### src/pkg/plcad_consts.svh
`ifndef PLCAD_CONSTS_SVH
`define PLCAD_CONSTS_SVH

// ------------------------------------------------------------
// Register byte offsets
// ------------------------------------------------------------
`define PLCAD_CTRL_OFS 8'h00
`define PLCAD_STATUS_OFS 8'h04
`define PLCAD_ACTIVE_OFS 8'h08
`define PLCAD_PROG_OFS 8'h0C
`define PLCAD_SCANS_OFS 8'h10
`define PLCAD_RULE_BASE 8'h40

// ------------------------------------------------------------
// Control register fields and reset value
// ------------------------------------------------------------
`define PLCAD_CTRL_RUN 0
`define PLCAD_CTRL_DOUT1_SRC 1
`define PLCAD_CTRL_DOUT2_SRC 2
`define PLCAD_CTRL_RELAY1_SRC 3
`define PLCAD_CTRL_EXT_TRIP 4
`define PLCAD_CTRL_RESET 32'h0000_0000
`define PLCAD_RULE_RESET 32'h0000_0000

// ------------------------------------------------------------
// Rule configuration word fields
// ------------------------------------------------------------
`define PLCAD_RULE_CA_LSB 0
`define PLCAD_RULE_CB_LSB 8
`define PLCAD_RULE_OP_LSB 16
`define PLCAD_RULE_EN_BIT 19
`define PLCAD_RULE_ACT_LSB 24

// ------------------------------------------------------------
// Action codes
// ------------------------------------------------------------
`define PLCAD_ACT_W 32
`define PLCAD_ACT_DOUT1 0
`define PLCAD_ACT_DOUT2 1
`define PLCAD_ACT_RELAY1 2
`define PLCAD_ACT_DRV_EN 4
`define PLCAD_ACT_JOG_REV 5
`define PLCAD_ACT_JOG_FWD 6
`define PLCAD_ACT_STOP 8
`define PLCAD_ACT_JOG_EN 18
`define PLCAD_ACT_FAULT 19
`define PLCAD_ACT_FWD_EN 20
`define PLCAD_ACT_REV_EN 21
`define PLCAD_ACT_ACCDEC 22
`define PLCAD_ACT_RESET 23
`define PLCAD_ACT_PRESET 24
`define PLCAD_ACT_IDX0 25
`define PLCAD_ACT_IDX3 28
`define PLCAD_RESERVED_MASK 32'h0000_3E88

// ------------------------------------------------------------
// Timing
// ------------------------------------------------------------
`define PLCAD_CLK_PERIOD_NS 10
`define PLCAD_SCAN_TIME_NS 1000000
`define PLCAD_SCAN_CYCLES \
  ((`PLCAD_SCAN_TIME_NS + `PLCAD_CLK_PERIOD_NS - 1) / `PLCAD_CLK_PERIOD_NS)

`endif

### src/pkg/plcad_pkg.sv
package plcad_pkg;

  // Logical operator applied to a rule's two input conditions
  typedef enum logic [2:0] {
    PLCAD_OP_OR = 3'h0,
    PLCAD_OP_AND = 3'h1,
    PLCAD_OP_XOR = 3'h2,
    PLCAD_OP_NOR = 3'h3,
    PLCAD_OP_NAND = 3'h4
  } plcad_op_t;

  typedef logic [7:0] plcad_code_t;
  typedef logic [31:0] plcad_word_t;

endpackage

### src/hdl/plcad_rule_eval.sv
`timescale 1ns/1ps
`include "plcad_consts.svh"

module plcad_rule_eval
  import plcad_pkg::*;
#(
  parameter int COND_W = 256
) (
  // Rule configuration and condition vector
  input wire plcad_word_t cfg_word,
  input wire logic [COND_W-1:0] cond_vec,
  // One-hot action decode
  output logic [`PLCAD_ACT_W-1:0] prog_vec,
  output logic [`PLCAD_ACT_W-1:0] act_vec
);

  // ------------------------------------------------------------
  // Field extraction
  // ------------------------------------------------------------
  wire plcad_code_t sel_a = cfg_word[`PLCAD_RULE_CA_LSB +: 8];
  wire plcad_code_t sel_b = cfg_word[`PLCAD_RULE_CB_LSB +: 8];
  wire logic [2:0] op_code = cfg_word[`PLCAD_RULE_OP_LSB +: 3];
  wire plcad_code_t act_code = cfg_word[`PLCAD_RULE_ACT_LSB +: 8];
  wire logic rule_on = cfg_word[`PLCAD_RULE_EN_BIT];
  // Out-of-range condition numbers read as false
  wire logic cond_a = (int'(sel_a) < COND_W) ? cond_vec[sel_a] : 1'b0;
  wire logic cond_b = (int'(sel_b) < COND_W) ? cond_vec[sel_b] : 1'b0;

  // Operator combine; undefined operator codes give false
  logic result;
  always_comb begin
    unique case (op_code)
      PLCAD_OP_OR: result = cond_a | cond_b;
      PLCAD_OP_AND: result = cond_a & cond_b;
      PLCAD_OP_XOR: result = cond_a ^ cond_b;
      PLCAD_OP_NOR: result = ~(cond_a | cond_b);
      PLCAD_OP_NAND: result = ~(cond_a & cond_b);
      default: result = 1'b0;
    endcase
  end

  // Codes above the decode range hit nothing, so they have no effect
  wire logic code_ok = act_code < 8'(`PLCAD_ACT_W);
  wire logic [`PLCAD_ACT_W-1:0] hit =
    code_ok ? (`PLCAD_ACT_W'(1) << act_code[4:0]) : '0;
  assign prog_vec = (rule_on ? hit : '0) & ~`PLCAD_RESERVED_MASK;
  assign act_vec = result ? prog_vec : '0;

endmodule

### src/hdl/plcad_dispatcher.sv
// Design decisions made here: the address map and the AXI4-Lite interface to the registers.
`timescale 1ns/1ps
`include "plcad_consts.svh"

// Overview of operation
// - Code 0 drives digital output one
// - Code 1 drives digital output two
// - Code 2 energises relay output one
// - Codes 3, 7, 9-13 reserved, no effect
// - Code 4 gates drive with hardware enable
// - Unprogrammed enable: hardware input alone decides
// - Codes 5/6 jog reverse/forward when allowed
// - Both jog requests active while jogging is allowed stops motor
// - Code 18 allows or blocks jogging
// - Code 8 stops motor while true
// - Code 19 raises rule engine fault
// - Codes 20/21 enable forward/reverse motion
// - Code 22 selects ramp group two
// - Code 23 resets on rising condition only
// - Code 24 selects preset speed source
// - No index bits programmed: first preset
// - Codes 25-27 set preset index bits
// - Combine conditions by OR/AND/XOR/NOR/NAND
// - Code 28 sets preset index bit three

module plcad_dispatcher
  import plcad_pkg::*;
#(
  parameter int NRULES = 8,
  parameter int COND_W = 256,
  parameter int SCAN_CYCLES = `PLCAD_SCAN_CYCLES
) (
  // Clock and reset
  input wire logic aclk,
  input wire logic aresetn,
  // AXI4-Lite write address
  input wire logic [7:0] s_axi_awaddr,
  input wire logic [2:0] s_axi_awprot,
  input wire logic s_axi_awvalid,
  output logic s_axi_awready,
  // AXI4-Lite write data and response
  input wire logic [31:0] s_axi_wdata,
  input wire logic [3:0] s_axi_wstrb,
  input wire logic s_axi_wvalid,
  output logic s_axi_wready,
  output logic [1:0] s_axi_bresp,
  output logic s_axi_bvalid,
  input wire logic s_axi_bready,
  // AXI4-Lite read
  input wire logic [7:0] s_axi_araddr,
  input wire logic [2:0] s_axi_arprot,
  input wire logic s_axi_arvalid,
  output logic s_axi_arready,
  output logic [31:0] s_axi_rdata,
  output logic [1:0] s_axi_rresp,
  output logic s_axi_rvalid,
  input wire logic s_axi_rready,
  // Conditions from the evaluator and drive inputs
  input wire logic [COND_W-1:0] cond_in,
  input wire logic hardware_enable_input,
  // Outputs and drive controls
  output logic dout1,
  output logic dout2,
  output logic relay1,
  output logic drive_enable,
  output logic stop_cmd,
  output logic jog_fwd,
  output logic jog_rev,
  output logic rule_engine_fault,
  output logic trip_conflict,
  output logic fwd_enable,
  output logic rev_enable,
  output logic accdec_group2,
  output logic reset_req,
  output logic speed_source_preset,
  output logic [3:0] preset_index
);

  localparam int RIDX_W = $clog2(NRULES);
  localparam logic [1:0] RESP_OKAY = 2'h0;
  localparam logic [1:0] RESP_SLVERR = 2'h2;

  // ------------------------------------------------------------
  // Elaboration checks
  // ------------------------------------------------------------
  if (NRULES < 2 || NRULES > 16) begin : g_bad_rules
    $error("NRULES must lie between 2 and 16");
  end
  if (COND_W < 2 || COND_W > 256) begin : g_bad_cond
    $error("COND_W must lie between 2 and 256");
  end
  if (SCAN_CYCLES < 1) begin : g_bad_scan
    $error("SCAN_CYCLES must be at least 1");
  end

  // ------------------------------------------------------------
  // Register state
  // ------------------------------------------------------------
  plcad_word_t ctrl_reg;
  plcad_word_t rule_cfg_reg [NRULES];
  plcad_word_t scans_reg;
  logic [31:0] scan_cnt_reg;
  logic [`PLCAD_ACT_W-1:0] act_mask_reg;
  logic [`PLCAD_ACT_W-1:0] prog_mask_reg;

  // ------------------------------------------------------------
  // AXI4-Lite write channel
  // ------------------------------------------------------------
  logic aw_full_reg;
  logic w_full_reg;
  logic [7:0] awaddr_reg;
  plcad_word_t wdata_reg;
  logic [3:0] wstrb_reg;

  // Address and data may arrive in either order; hold each until both are in
  wire logic aw_take = s_axi_awvalid & s_axi_awready;
  wire logic w_take = s_axi_wvalid & s_axi_wready;
  wire logic aw_have = aw_full_reg | aw_take;
  wire logic w_have = w_full_reg | w_take;
  wire logic do_write = aw_have & w_have & ~s_axi_bvalid;
  wire logic [7:0] wr_addr = aw_full_reg ? awaddr_reg : s_axi_awaddr;
  wire plcad_word_t wr_data = w_full_reg ? wdata_reg : s_axi_wdata;
  wire logic [3:0] wr_strb = w_full_reg ? wstrb_reg : s_axi_wstrb;
  wire logic aw_full_next = aw_have & ~do_write;
  wire logic w_full_next = w_have & ~do_write;
  wire logic bvalid_next = do_write | (s_axi_bvalid & ~s_axi_bready);

  // Write decode
  wire logic wr_ctrl = wr_addr == `PLCAD_CTRL_OFS;
  wire logic wr_rule_win = wr_addr[7:6] == 2'h1;
  wire logic [3:0] wr_rule_idx = wr_addr[5:2];
  wire logic wr_rule = wr_rule_win & (int'(wr_rule_idx) < NRULES);
  wire logic wr_ok = wr_ctrl | wr_rule;

  // Byte-lane merge of a write into an existing word
  function automatic plcad_word_t merge_strb(plcad_word_t old_w, plcad_word_t new_w,
                                             logic [3:0] strb);
    plcad_word_t res;
    res = old_w;
    for (int b = 0; b < 4; b++) begin
      if (strb[b]) begin
        res[8*b +: 8] = new_w[8*b +: 8];
      end
    end
    return res;
  endfunction

  // Handshake flags; ready is registered so it comes from a flip-flop
  always_ff @(posedge aclk) begin
    if (!aresetn) begin
      aw_full_reg <= 1'b0;
      w_full_reg <= 1'b0;
      s_axi_awready <= 1'b0;
      s_axi_wready <= 1'b0;
      s_axi_bvalid <= 1'b0;
      s_axi_bresp <= RESP_OKAY;
    end else begin
      aw_full_reg <= aw_full_next;
      w_full_reg <= w_full_next;
      s_axi_awready <= ~aw_full_next & ~bvalid_next;
      s_axi_wready <= ~w_full_next & ~bvalid_next;
      s_axi_bvalid <= bvalid_next;
      if (do_write) begin
        s_axi_bresp <= wr_ok ? RESP_OKAY : RESP_SLVERR;
      end
    end
  end

  // Held address and data
  always_ff @(posedge aclk) begin
    if (!aresetn) begin
      awaddr_reg <= 8'h00;
      wdata_reg <= 32'h0000_0000;
      wstrb_reg <= 4'h0;
    end else begin
      if (aw_take) begin
        awaddr_reg <= s_axi_awaddr;
      end
      if (w_take) begin
        wdata_reg <= s_axi_wdata;
        wstrb_reg <= s_axi_wstrb;
      end
    end
  end

  // Software-writable registers
  always_ff @(posedge aclk) begin
    if (!aresetn) begin
      ctrl_reg <= `PLCAD_CTRL_RESET;
      for (int r = 0; r < NRULES; r++) begin
        rule_cfg_reg[r] <= `PLCAD_RULE_RESET;
      end
    end else if (do_write) begin
      if (wr_ctrl) begin
        ctrl_reg <= merge_strb(ctrl_reg, wr_data, wr_strb);
      end
      if (wr_rule) begin
        rule_cfg_reg[wr_rule_idx[RIDX_W-1:0]] <=
          merge_strb(rule_cfg_reg[wr_rule_idx[RIDX_W-1:0]], wr_data, wr_strb);
      end
    end
  end

  // ------------------------------------------------------------
  // AXI4-Lite read channel
  // ------------------------------------------------------------
  wire logic ar_take = s_axi_arvalid & s_axi_arready;
  wire logic rvalid_next = ar_take | (s_axi_rvalid & ~s_axi_rready);
  wire logic [3:0] rd_rule_idx = s_axi_araddr[5:2];
  wire logic rd_rule = (s_axi_araddr[7:6] == 2'h1) & (int'(rd_rule_idx) < NRULES);
  wire plcad_word_t status_word = {14'h0000, hardware_enable_input, trip_conflict,
    preset_index, speed_source_preset, accdec_group2, rev_enable, fwd_enable,
    rule_engine_fault, jog_rev, jog_fwd, stop_cmd, drive_enable, relay1, dout2, dout1};
  wire logic rd_ctrl = s_axi_araddr == `PLCAD_CTRL_OFS;
  wire logic rd_status = s_axi_araddr == `PLCAD_STATUS_OFS;
  wire logic rd_active = s_axi_araddr == `PLCAD_ACTIVE_OFS;
  wire logic rd_prog = s_axi_araddr == `PLCAD_PROG_OFS;
  wire logic rd_scans = s_axi_araddr == `PLCAD_SCANS_OFS;
  wire logic rd_ok = rd_ctrl | rd_status | rd_active | rd_prog | rd_scans | rd_rule;
  wire plcad_word_t rd_data =
    rd_ctrl ? ctrl_reg :
    rd_status ? status_word :
    rd_active ? act_mask_reg :
    rd_prog ? prog_mask_reg :
    rd_scans ? scans_reg :
    rd_rule ? rule_cfg_reg[rd_rule_idx[RIDX_W-1:0]] : 32'h0000_0000;

  // One read in flight; data captured at the address handshake
  always_ff @(posedge aclk) begin
    if (!aresetn) begin
      s_axi_arready <= 1'b0;
      s_axi_rvalid <= 1'b0;
      s_axi_rdata <= 32'h0000_0000;
      s_axi_rresp <= RESP_OKAY;
    end else begin
      s_axi_arready <= ~rvalid_next;
      s_axi_rvalid <= rvalid_next;
      if (ar_take) begin
        s_axi_rdata <= rd_data;
        s_axi_rresp <= rd_ok ? RESP_OKAY : RESP_SLVERR;
      end
    end
  end

  // ------------------------------------------------------------
  // Rule evaluation
  // ------------------------------------------------------------
  logic [`PLCAD_ACT_W-1:0] prog_r [NRULES];
  logic [`PLCAD_ACT_W-1:0] act_r [NRULES];

  for (genvar r = 0; r < NRULES; r++) begin : g_rule
    plcad_rule_eval #(
      .COND_W(COND_W)
    ) u_eval (
      .cfg_word(rule_cfg_reg[r]),
      .cond_vec(cond_in),
      .prog_vec(prog_r[r]),
      .act_vec(act_r[r])
    );
  end

  // Several rules on one action are ORed together
  logic [`PLCAD_ACT_W-1:0] prog_any;
  logic [`PLCAD_ACT_W-1:0] act_any;
  always_comb begin
    prog_any = '0;
    act_any = '0;
    for (int r = 0; r < NRULES; r++) begin
      prog_any = prog_any | prog_r[r];
      act_any = act_any | act_r[r];
    end
  end

  // ------------------------------------------------------------
  // Scan tick
  // ------------------------------------------------------------
  wire logic run = ctrl_reg[`PLCAD_CTRL_RUN];
  wire logic scan_tick = run & (scan_cnt_reg == 32'(SCAN_CYCLES - 1));
  // Only the rising edge at a tick counts, so a chattering input
  // between ticks cannot issue extra resets
  wire logic rst_rise =
    scan_tick & act_any[`PLCAD_ACT_RESET] & ~act_mask_reg[`PLCAD_ACT_RESET];

  // Masks sample once per tick and hold; a stopped engine leaves defaults
  always_ff @(posedge aclk) begin
    if (!aresetn) begin
      scan_cnt_reg <= 32'h0000_0000;
      scans_reg <= 32'h0000_0000;
      act_mask_reg <= '0;
      prog_mask_reg <= '0;
    end else if (!run) begin
      scan_cnt_reg <= 32'h0000_0000;
      act_mask_reg <= '0;
      prog_mask_reg <= '0;
    end else if (scan_tick) begin
      scan_cnt_reg <= 32'h0000_0000;
      scans_reg <= scans_reg + 32'h0000_0001;
      act_mask_reg <= act_any;
      prog_mask_reg <= prog_any;
    end else begin
      scan_cnt_reg <= scan_cnt_reg + 32'h0000_0001;
    end
  end

  // ------------------------------------------------------------
  // Action levels
  // ------------------------------------------------------------
  wire logic jog_allow =
    ~prog_mask_reg[`PLCAD_ACT_JOG_EN] | act_mask_reg[`PLCAD_ACT_JOG_EN];
  wire logic jog_rq_f = act_mask_reg[`PLCAD_ACT_JOG_FWD];
  wire logic jog_rq_r = act_mask_reg[`PLCAD_ACT_JOG_REV];
  wire logic jog_both = jog_allow & jog_rq_f & jog_rq_r;
  wire logic drv_gate =
    ~prog_mask_reg[`PLCAD_ACT_DRV_EN] | act_mask_reg[`PLCAD_ACT_DRV_EN];
  wire logic [3:0] idx_next =
    act_mask_reg[`PLCAD_ACT_IDX3:`PLCAD_ACT_IDX0];

  // Drive controls; enable follows the hardware input every cycle while the code 4 gate is open
  always_ff @(posedge aclk) begin
    if (!aresetn) begin
      dout1 <= 1'b0;
      dout2 <= 1'b0;
      relay1 <= 1'b0;
      drive_enable <= 1'b0;
      stop_cmd <= 1'b0;
      jog_fwd <= 1'b0;
      jog_rev <= 1'b0;
      rule_engine_fault <= 1'b0;
      trip_conflict <= 1'b0;
    end else begin
      dout1 <= ctrl_reg[`PLCAD_CTRL_DOUT1_SRC] & act_mask_reg[`PLCAD_ACT_DOUT1];
      dout2 <= ctrl_reg[`PLCAD_CTRL_DOUT2_SRC] & act_mask_reg[`PLCAD_ACT_DOUT2];
      relay1 <= ctrl_reg[`PLCAD_CTRL_RELAY1_SRC] & act_mask_reg[`PLCAD_ACT_RELAY1];
      drive_enable <= hardware_enable_input & drv_gate;
      stop_cmd <= act_mask_reg[`PLCAD_ACT_STOP] | jog_both;
      jog_fwd <= jog_allow & jog_rq_f & ~jog_rq_r;
      jog_rev <= jog_allow & jog_rq_r & ~jog_rq_f;
      rule_engine_fault <= act_mask_reg[`PLCAD_ACT_FAULT];
      trip_conflict <= prog_mask_reg[`PLCAD_ACT_FAULT] & ctrl_reg[`PLCAD_CTRL_EXT_TRIP];
    end
  end

  // Direction, ramp, reset and speed source controls
  always_ff @(posedge aclk) begin
    if (!aresetn) begin
      fwd_enable <= 1'b1;
      rev_enable <= 1'b1;
      accdec_group2 <= 1'b0;
      reset_req <= 1'b0;
      speed_source_preset <= 1'b0;
      preset_index <= 4'h0;
    end else begin
      fwd_enable <= ~prog_mask_reg[`PLCAD_ACT_FWD_EN] | act_mask_reg[`PLCAD_ACT_FWD_EN];
      rev_enable <= ~prog_mask_reg[`PLCAD_ACT_REV_EN] | act_mask_reg[`PLCAD_ACT_REV_EN];
      accdec_group2 <= act_mask_reg[`PLCAD_ACT_ACCDEC];
      reset_req <= rst_rise;
      speed_source_preset <= act_mask_reg[`PLCAD_ACT_PRESET];
      preset_index <= idx_next;
    end
  end

endmodule

### config.mk
export PLATFORM = sky130hd
export DESIGN_NAME = plcad_dispatcher
export DESIGN_NICKNAME = d
export VERILOG_FILES = /design/src/pkg/plcad_pkg.sv /design/src/hdl/plcad_rule_eval.sv /design/src/hdl/plcad_dispatcher.sv
export VERILOG_INCLUDE_DIRS = /design/src /design/src/pkg
export SDC_FILE = /design/constraint.sdc
export NUM_CORES = 2
export LEC_CHECK = 0
export BUFFER_PORTS_ARGS = -buffer_cell sky130_fd_sc_hd__buf_2
export CAP_MARGIN = 20
export CORE_ASPECT_RATIO = 0.9
export CORE_MARGIN = 4
export CORE_UTILIZATION = 35
export CTS_CLUSTER_DIAMETER = 30
export CTS_CLUSTER_SIZE = 25
export DETAILED_ROUTE_END_ITERATION = 7
export SLEW_MARGIN = 20
export SYNTH_ARGS = -nofsm -noshare
export SYNTH_HDL_FRONTEND = slang
export SYNTH_HIERARCHICAL = 1
export SYNTH_SLANG_ARGS = --single-unit
### constraint.sdc
create_clock -name aclk -period 5.6 [get_ports aclk]
set_input_delay 1.68 -clock aclk [delete_from_list [all_inputs] [get_ports aclk]]
set_output_delay 1.68 -clock aclk [all_outputs]
set_load 0.01 [all_outputs]
== Yosys cells after proc, flatten, opt, wreduce, memory -nomap -nowiden ==
Memory sizes are Yosys's and may differ from the RTL's.
Index checks and enable logic that the tools add are counted.

* Register bits: 265
* Memory bits (writable): 256
* Input bits: 322
* Logic and storage cells: 349
* Memories: 1

* Add/sub/neg operators: 2
* Order comparisons: 26
* Eq/ne operators: 43
* Shift-type cells: 8
* Multiplexer cells: 99
* Bitwise operators: 112
* Reductions and logical operators: 22

{| class="wikitable"
|+ Memory list
! memory !! depth !! bits a word !! read ports !! clocked after memory_dff !! wr ports !! RTL line !! text
|-
| rule_cfg_reg || 8 || 32 || 9 || 0 || 8 || plcad_dispatcher.sv:100 || <nowiki>plcad_word_t rule_cfg_reg [NRULES];</nowiki>
|}

{| class="wikitable"
|+ Operator list
! kind !! count
|-
| two-way mux 32 bit || 32
|-
| bitwise OR 32 bit || 14
|-
| left shift 1 x 5 -> 32 bit, first input constant || 8
|-
| less-than comparator 8 x 9 -> 1 bit, second input constant || 16
|-
| two-way mux 8 bit || 17
|-
| binary-select mux 1 bit (select 8 bit) || 16
|-
| adder 32 x 1 -> 32 bit, second input constant || 2
|-
| less-than comparator 8 x 6 -> 1 bit, second input constant || 8
|-
| == test 3 x 2 -> 1 bit, second input constant || 16
|-
| one-hot mux 1 bit (5 select lines) || 8
|-
| AND 1 bit || 34
|-
| NOT 1 bit || 33
|-
| == test 32 x 17 -> 1 bit, second input constant || 1
|-
| OR reduction 32 bit || 1
|-
| == test 3 x 1 -> 1 bit, second input constant || 8
|-
| == test 3 bit, second input constant || 8
|-
| logical NOT 3 bit || 8
|-
| bitwise OR 1 bit || 23
|-
| two-way mux 1 bit || 21
|-
| == test 8 x 4 -> 1 bit, second input constant || 2
|-
| logical NOT 8 bit || 2
|-
| inequality test 4 bit, second input constant || 4
|-
| AND reduction 2 bit || 6
|-
| AND reduction 3 bit || 4
|-
| other kinds (9) || 20
|}

== Depth between registers and ports, before layout ==
An unclocked memory read counts as a cell.

* Depth after elaboration: 16
* Gate-level depth with buffers: 22

== Cells and area by module ==
The synthesis kept the hierarchy.

{| class="wikitable"
|+ By module, submodules not included
! module !! times used !! cells each !! area an instance (µm²) !! seq. area each (µm²)
|-
| plcad_rule_eval || 8 || 482 || 4884.7 || 0.0
|-
| plcad_dispatcher || 1 || 2300 || 23620.2 || 12952.4
|}

== Worst setup path after synthesis ==
No wires, ideal clock.

* Kind: in2reg
* From: input port cond_in[201]
* To: register act_mask_reg[29]
* Setup time: 0.132 ns
* Data arrival time: 4.750 ns
* Data required time: 5.468 ns
* Setup slack: 0.718 ns
* Stages: 17
* Cell sequence: mux4_1 > mux4_2 > mux2i_1 > o2bb2ai_1 > a211oi_2 > a31o_1 > ha_1 > mux2_2 > nand2_1 > o21ai_0 > o21a_1 > nand2b_1 > clkbuf_1 > nor2_1 > nor4_1 > and3_1 > nor3_1

{| class="wikitable"
|+ RTL lines
! element !! RTL line !! text
|-
| start: declaration || plcad_dispatcher.sv:59 || <nowiki>input wire logic [COND_W-1:0] cond_in,</nowiki>
|-
| end signal: assignment || plcad_dispatcher.sv:298 || <nowiki>act_mask_reg <= act_any;</nowiki>
|-
| end: declaration || plcad_dispatcher.sv:103 || <nowiki>logic [`PLCAD_ACT_W-1:0] act_mask_reg;</nowiki>
|}

==> flow_metrics.py <==
metrics = {
    "finish": {
        "seqCellArea_um2": 12950,
        "nets": 7257,
        "multi_input_area_um2": 46560,
        "instances_no_fill": 9391,
        "area_growth_pct": 21.14,
        "drive_above_1_share": 0.3851,
        "largest_reg_flops": 256,
        "fill_cells": 16997,
    },
    "die": {
        "initial_core_util": 0.3518,
        "core_um2": 178200,
        "fp.dieW_um": 454.1,
        "dieArea_um2": 186000,
        "io-pin-count": 381,
        "rows": 147,
        "die_h_um": 409.5,
    },
    "clock_network": {
        "cts_root_buf": "clkbuf_16",
        "clk_pin_slew_ns": 0.05,
        "cts_tree": "done",
        "clk_path_buf_depth": 3,
        "cts.sinks": 519,
        "cts_made_buffers": 83,
        "cts.htree.levels": 3,
        "clkLatencyLatePin_ns": 0.66,
    },
    "synth": {
        "synth_edf_count": 256,
        "synth_cell_types": 77,
        "synth_ff_type": "dfxtp_1",
        "synthCells": 6156,
        "ys_top_cells_by_area": "mux4_2, edfxtp_1, mux2i_1, dfxtp_1, mux2_2",
        "async_flop_share": 0,
        "synth-seq-cells": 519,
        "ys_warn_count": 6,
        "yosys.area.top_type_share": 0.2698,
        "mappedNetlistArea_um2": 62700,
        "yosys.area.top_type": "mux4_2",
        "postSynthAreaPerCell_um2": 10.18,
        "yosysSeqAreaShare": 0.2066,
    },
    "routing": {
        "routed_wl_um": 345300,
        "wl_met3_um": 52360,
        "postRouteAntennaNets": 0,
        "route.vias.total": 66246,
        "drtIter0Drc": 11245,
        "drc": 11,
        "wl_met1_um": 124300,
        "top_layer_used": "met5",
        "wire_per_inst_um": 36.77,
        "vias_per_cell": 7.054,
        "first_pass_iters": 8,
        "dr_wl_met2_um": 143400,
    },
    "flow_run": {
        "cap_violations": 0,
    },
    "power": {
        "p_sw_frac": 0.3412,
        "clockPowerShare": 0.372,
        "power_frac_seq": 0.310,
        "ir_drop_mv": 0.2681,
        "p_per_area_nw_per_um2": 182.7,
        "combPwrFrac": 0.318,
        "p_leak_uw": 0.02699,
        "internal_power_uw": 9143,
        "p_total_uw": 13880,
        "p_switching_uw": 4735,
    },
    "status": {
        "violations": "design-rule violations, negative setup slack",
        "outcome": "finished, violations left",
    },
    "critical_path": {
        "cp_slowest_cell": "buf_2",
        "critPathCaptureType": "register",
        "cp_common_cell": "buf_4",
        "worst-path-max-fanout": 14,
        "critPathKind": "in -> reg",
        "critPathLaunchType": "primary input",
        "max_stage_delay_ns": 0.59,
        "crit_chain": "buf_2 > mux2i_1 > o22ai_1 > nor2_1 > a21oi_1 > buf_4 > a31oi_1 > a31o_4 > buf_4 > ha_1 > mux2_2 > nand2_1 > o21ai_0 > o21a_2 > nand2b_1 > buf_12 > nor2_1 > nor4_2 > buf_4 > and3_1 > nor3_1",
        "cp.arrival_ns": 6.14,
        "cp.required_ns": 6.10,
    },
    "sta": {
        "fin_crit_sh": 1.006,
        "finalWorstSetupSlack_ns": -0.03602,
        "timing.final.crit_period_ns": 5.636,
        "hold_viol": 0,
        "finalSetupViolCount": 2,
        "fmax_mhz": 177.4,
        "slew_viol_final": 0,
        "holdWs_ns": 0.4421,
        "worstMarginPinSlew_ns": 1.355,
        "skew_ns": 0.03404,
        "relSlewSlack": 0.09667,
    },
    "placed_design": {
        "place_inst": 9211,
        "dp_hpwl_um": 261100,
        "gp_congestion": 1.101,
        "dp_slack_ns": -0.9301,
        "port_buffers": 372,
    },
    "global_route": {
        "grt_usage": 0.3547,
        "overflow": 0,
        "grt_pass1_vias": 61834,
        "grt_first_pass_wirelength_um": 475700,
        "antenna_found_initial": 35,
        "grt_max_degree": 97,
    },
    "hold_path": {
        "hp-class": "reg -> reg",
    },
}
-- layer usage --
metal,GRT usage,up-vias
li1,-,26180
met1,0.4456,32835
met2,0.5151,5891
met3,0.1481,1310
met4,0.1915,30
met5,0.002604,-
-- cell families after synthesis --
| kind of cell | after synthesis | share of synthesized area |
|---|---|---|
| AND/OR/NAND/NOR | 2077 | 0.1615 |
| multiplexers | 1771 | 0.4478 |
| AO/OA/AOI/OAI | 991 | 0.1135 |
| buffers and inverters | 741 | 0.06236 |
| flip-flops | 519 | 0.2066 |
| XOR/XNOR | 30 | 0.004191 |
| adder cells (fa/ha/maj) | 18 | 0.003592 |
| other | 9 | 0.0005388 |
-- stage by stage --
step | util | TNS [ns] | instance area (um^2)
detailed placement | 0.4083 | -19.02 | 72780
CTS | 0.4242 | 0 | 75600
global route | 0.4260 | -0.05907 | 75920
floorplan | - | 0 | 63090
global placement | 0.4081 | -21.05 | 72730
finish | 0.4261 | -0.04545 | 75950
-- worst paths after layout --
| path | from | endpoint | slack [ns] | cells past startpoint |
|---|---|---|---|---|
| worst min register to register | prog_mask_reg[20] | fwd_enable | 0.44 | 1 |
| worst min-delay path | prog_mask_reg[20] | fwd_enable | 0.44 | 1 |
| worst max register to register | rule_cfg_reg[1][8] | act_mask_reg[27] | 0.13 | 21 |
| worst max-delay path | cond_in[84] | act_mask_reg[27] | -0.04 | 21 |
-- layout make-up --
type / instances / area share
Clock buffer: 98 / 0.02975
Antenna cell: 22 / 0.0007249
Timing Repair Buffer: 1256 / 0.1367
Tap cell: 2384 / 0.03927
Clock inverter: 55 / 0.007133
Inverter: 56 / 0.002801
Sequential cell: 519 / 0.1706
Multi-Input combinational cell: 5001 / 0.6130
-- power by group through the flow --
| stage | clock network, uW | registers (uW) | logic (uW) |
|---|---|---|---|
| floorplan | 0 | 4220 | 2260 |
| global placement | 0 | 4360 | 4120 |
| detailed placement | 0 | 4360 | 4170 |
| CTS | 5220 | 4280 | 4190 |
| global route | 5400 | 4300 | 4490 |
| finish | 5170 | 4300 | 4410 |
-- critical path, delay by kind of cell --
kind | cells | cell delay, ns
mux | 2 | 0.42
buf+inv | 5 | 1.31
simple gates | 7 | 0.96
compound gates | 6 | 1.47
fa+ha+maj | 1 | 0.28
-- Yosys cell counts (all sizes together) (13+ instances only) --
| master | n |
|---|---|
| mux2i | 549 |
| a211oi | 66 |
| nand4b | 14 |
| a22o | 24 |
| ha | 18 |
| mux2 | 447 |
| o31ai | 16 |
| o21ai | 65 |
| a31oi | 24 |
| nand2 | 312 |
| and3b | 17 |
| and3 | 97 |
| or3 | 33 |
| dfxtp | 263 |
| o2111ai | 40 |
| clkbuf | 296 |
| nand2b | 42 |
| nand3b | 45 |
| nor3 | 90 |
| inv | 56 |
| nand3 | 125 |
| o221ai | 37 |
| a22oi | 61 |
| o41ai | 19 |
| nor2b | 37 |
| a222oi | 96 |
| a221oi | 50 |
| xor2 | 21 |
| o211ai | 65 |
| and2 | 30 |
| a21oi | 231 |
| or3b | 18 |
| nor4 | 186 |
| nor3b | 17 |
| nor4b | 22 |
| nor2 | 890 |
| o22ai | 114 |
| buf | 389 |
| edfxtp | 256 |
| mux4 | 775 |
| nand4 | 59 |
| a2111oi | 13 |
-- timing repair --
item / in CTS / in global routing
hold buffers: 0 / 0
endpoints found under the setup margin: 23 / 26
endpoints found under the hold margin: 0 / 0
pin swaps: 3 / 7
gates resized for setup: 8 / 45
buffers inserted: 0 / 2
-- layout by cell type (no fill, tap or decap), types with 28 or more instances in the layout --
cell type	instances
a211oi_1	58
a21oi_1	229
a221oi_1	50
a222oi_1	96
a22oi_1	61
and2_1	28
and3_1	97
buf_12	146
buf_2	368
buf_4	734
clkbuf_16	88
conb_1	114
dfxtp_1	262
edfxtp_1	256
inv_1	55
mux2_2	447
mux2i_1	540
mux4_2	751
nand2_1	306
nand2b_1	42
nand3_1	123
nand3b_1	45
nand4_1	59
nor2_1	890
nor2b_1	37
nor3_1	89
nor4_1	171
o2111ai_1	40
o211ai_1	65
o21ai_0	64
o221ai_1	37
o22ai_1	114
or3_1	33
Power figures use the tool's default switching activity.
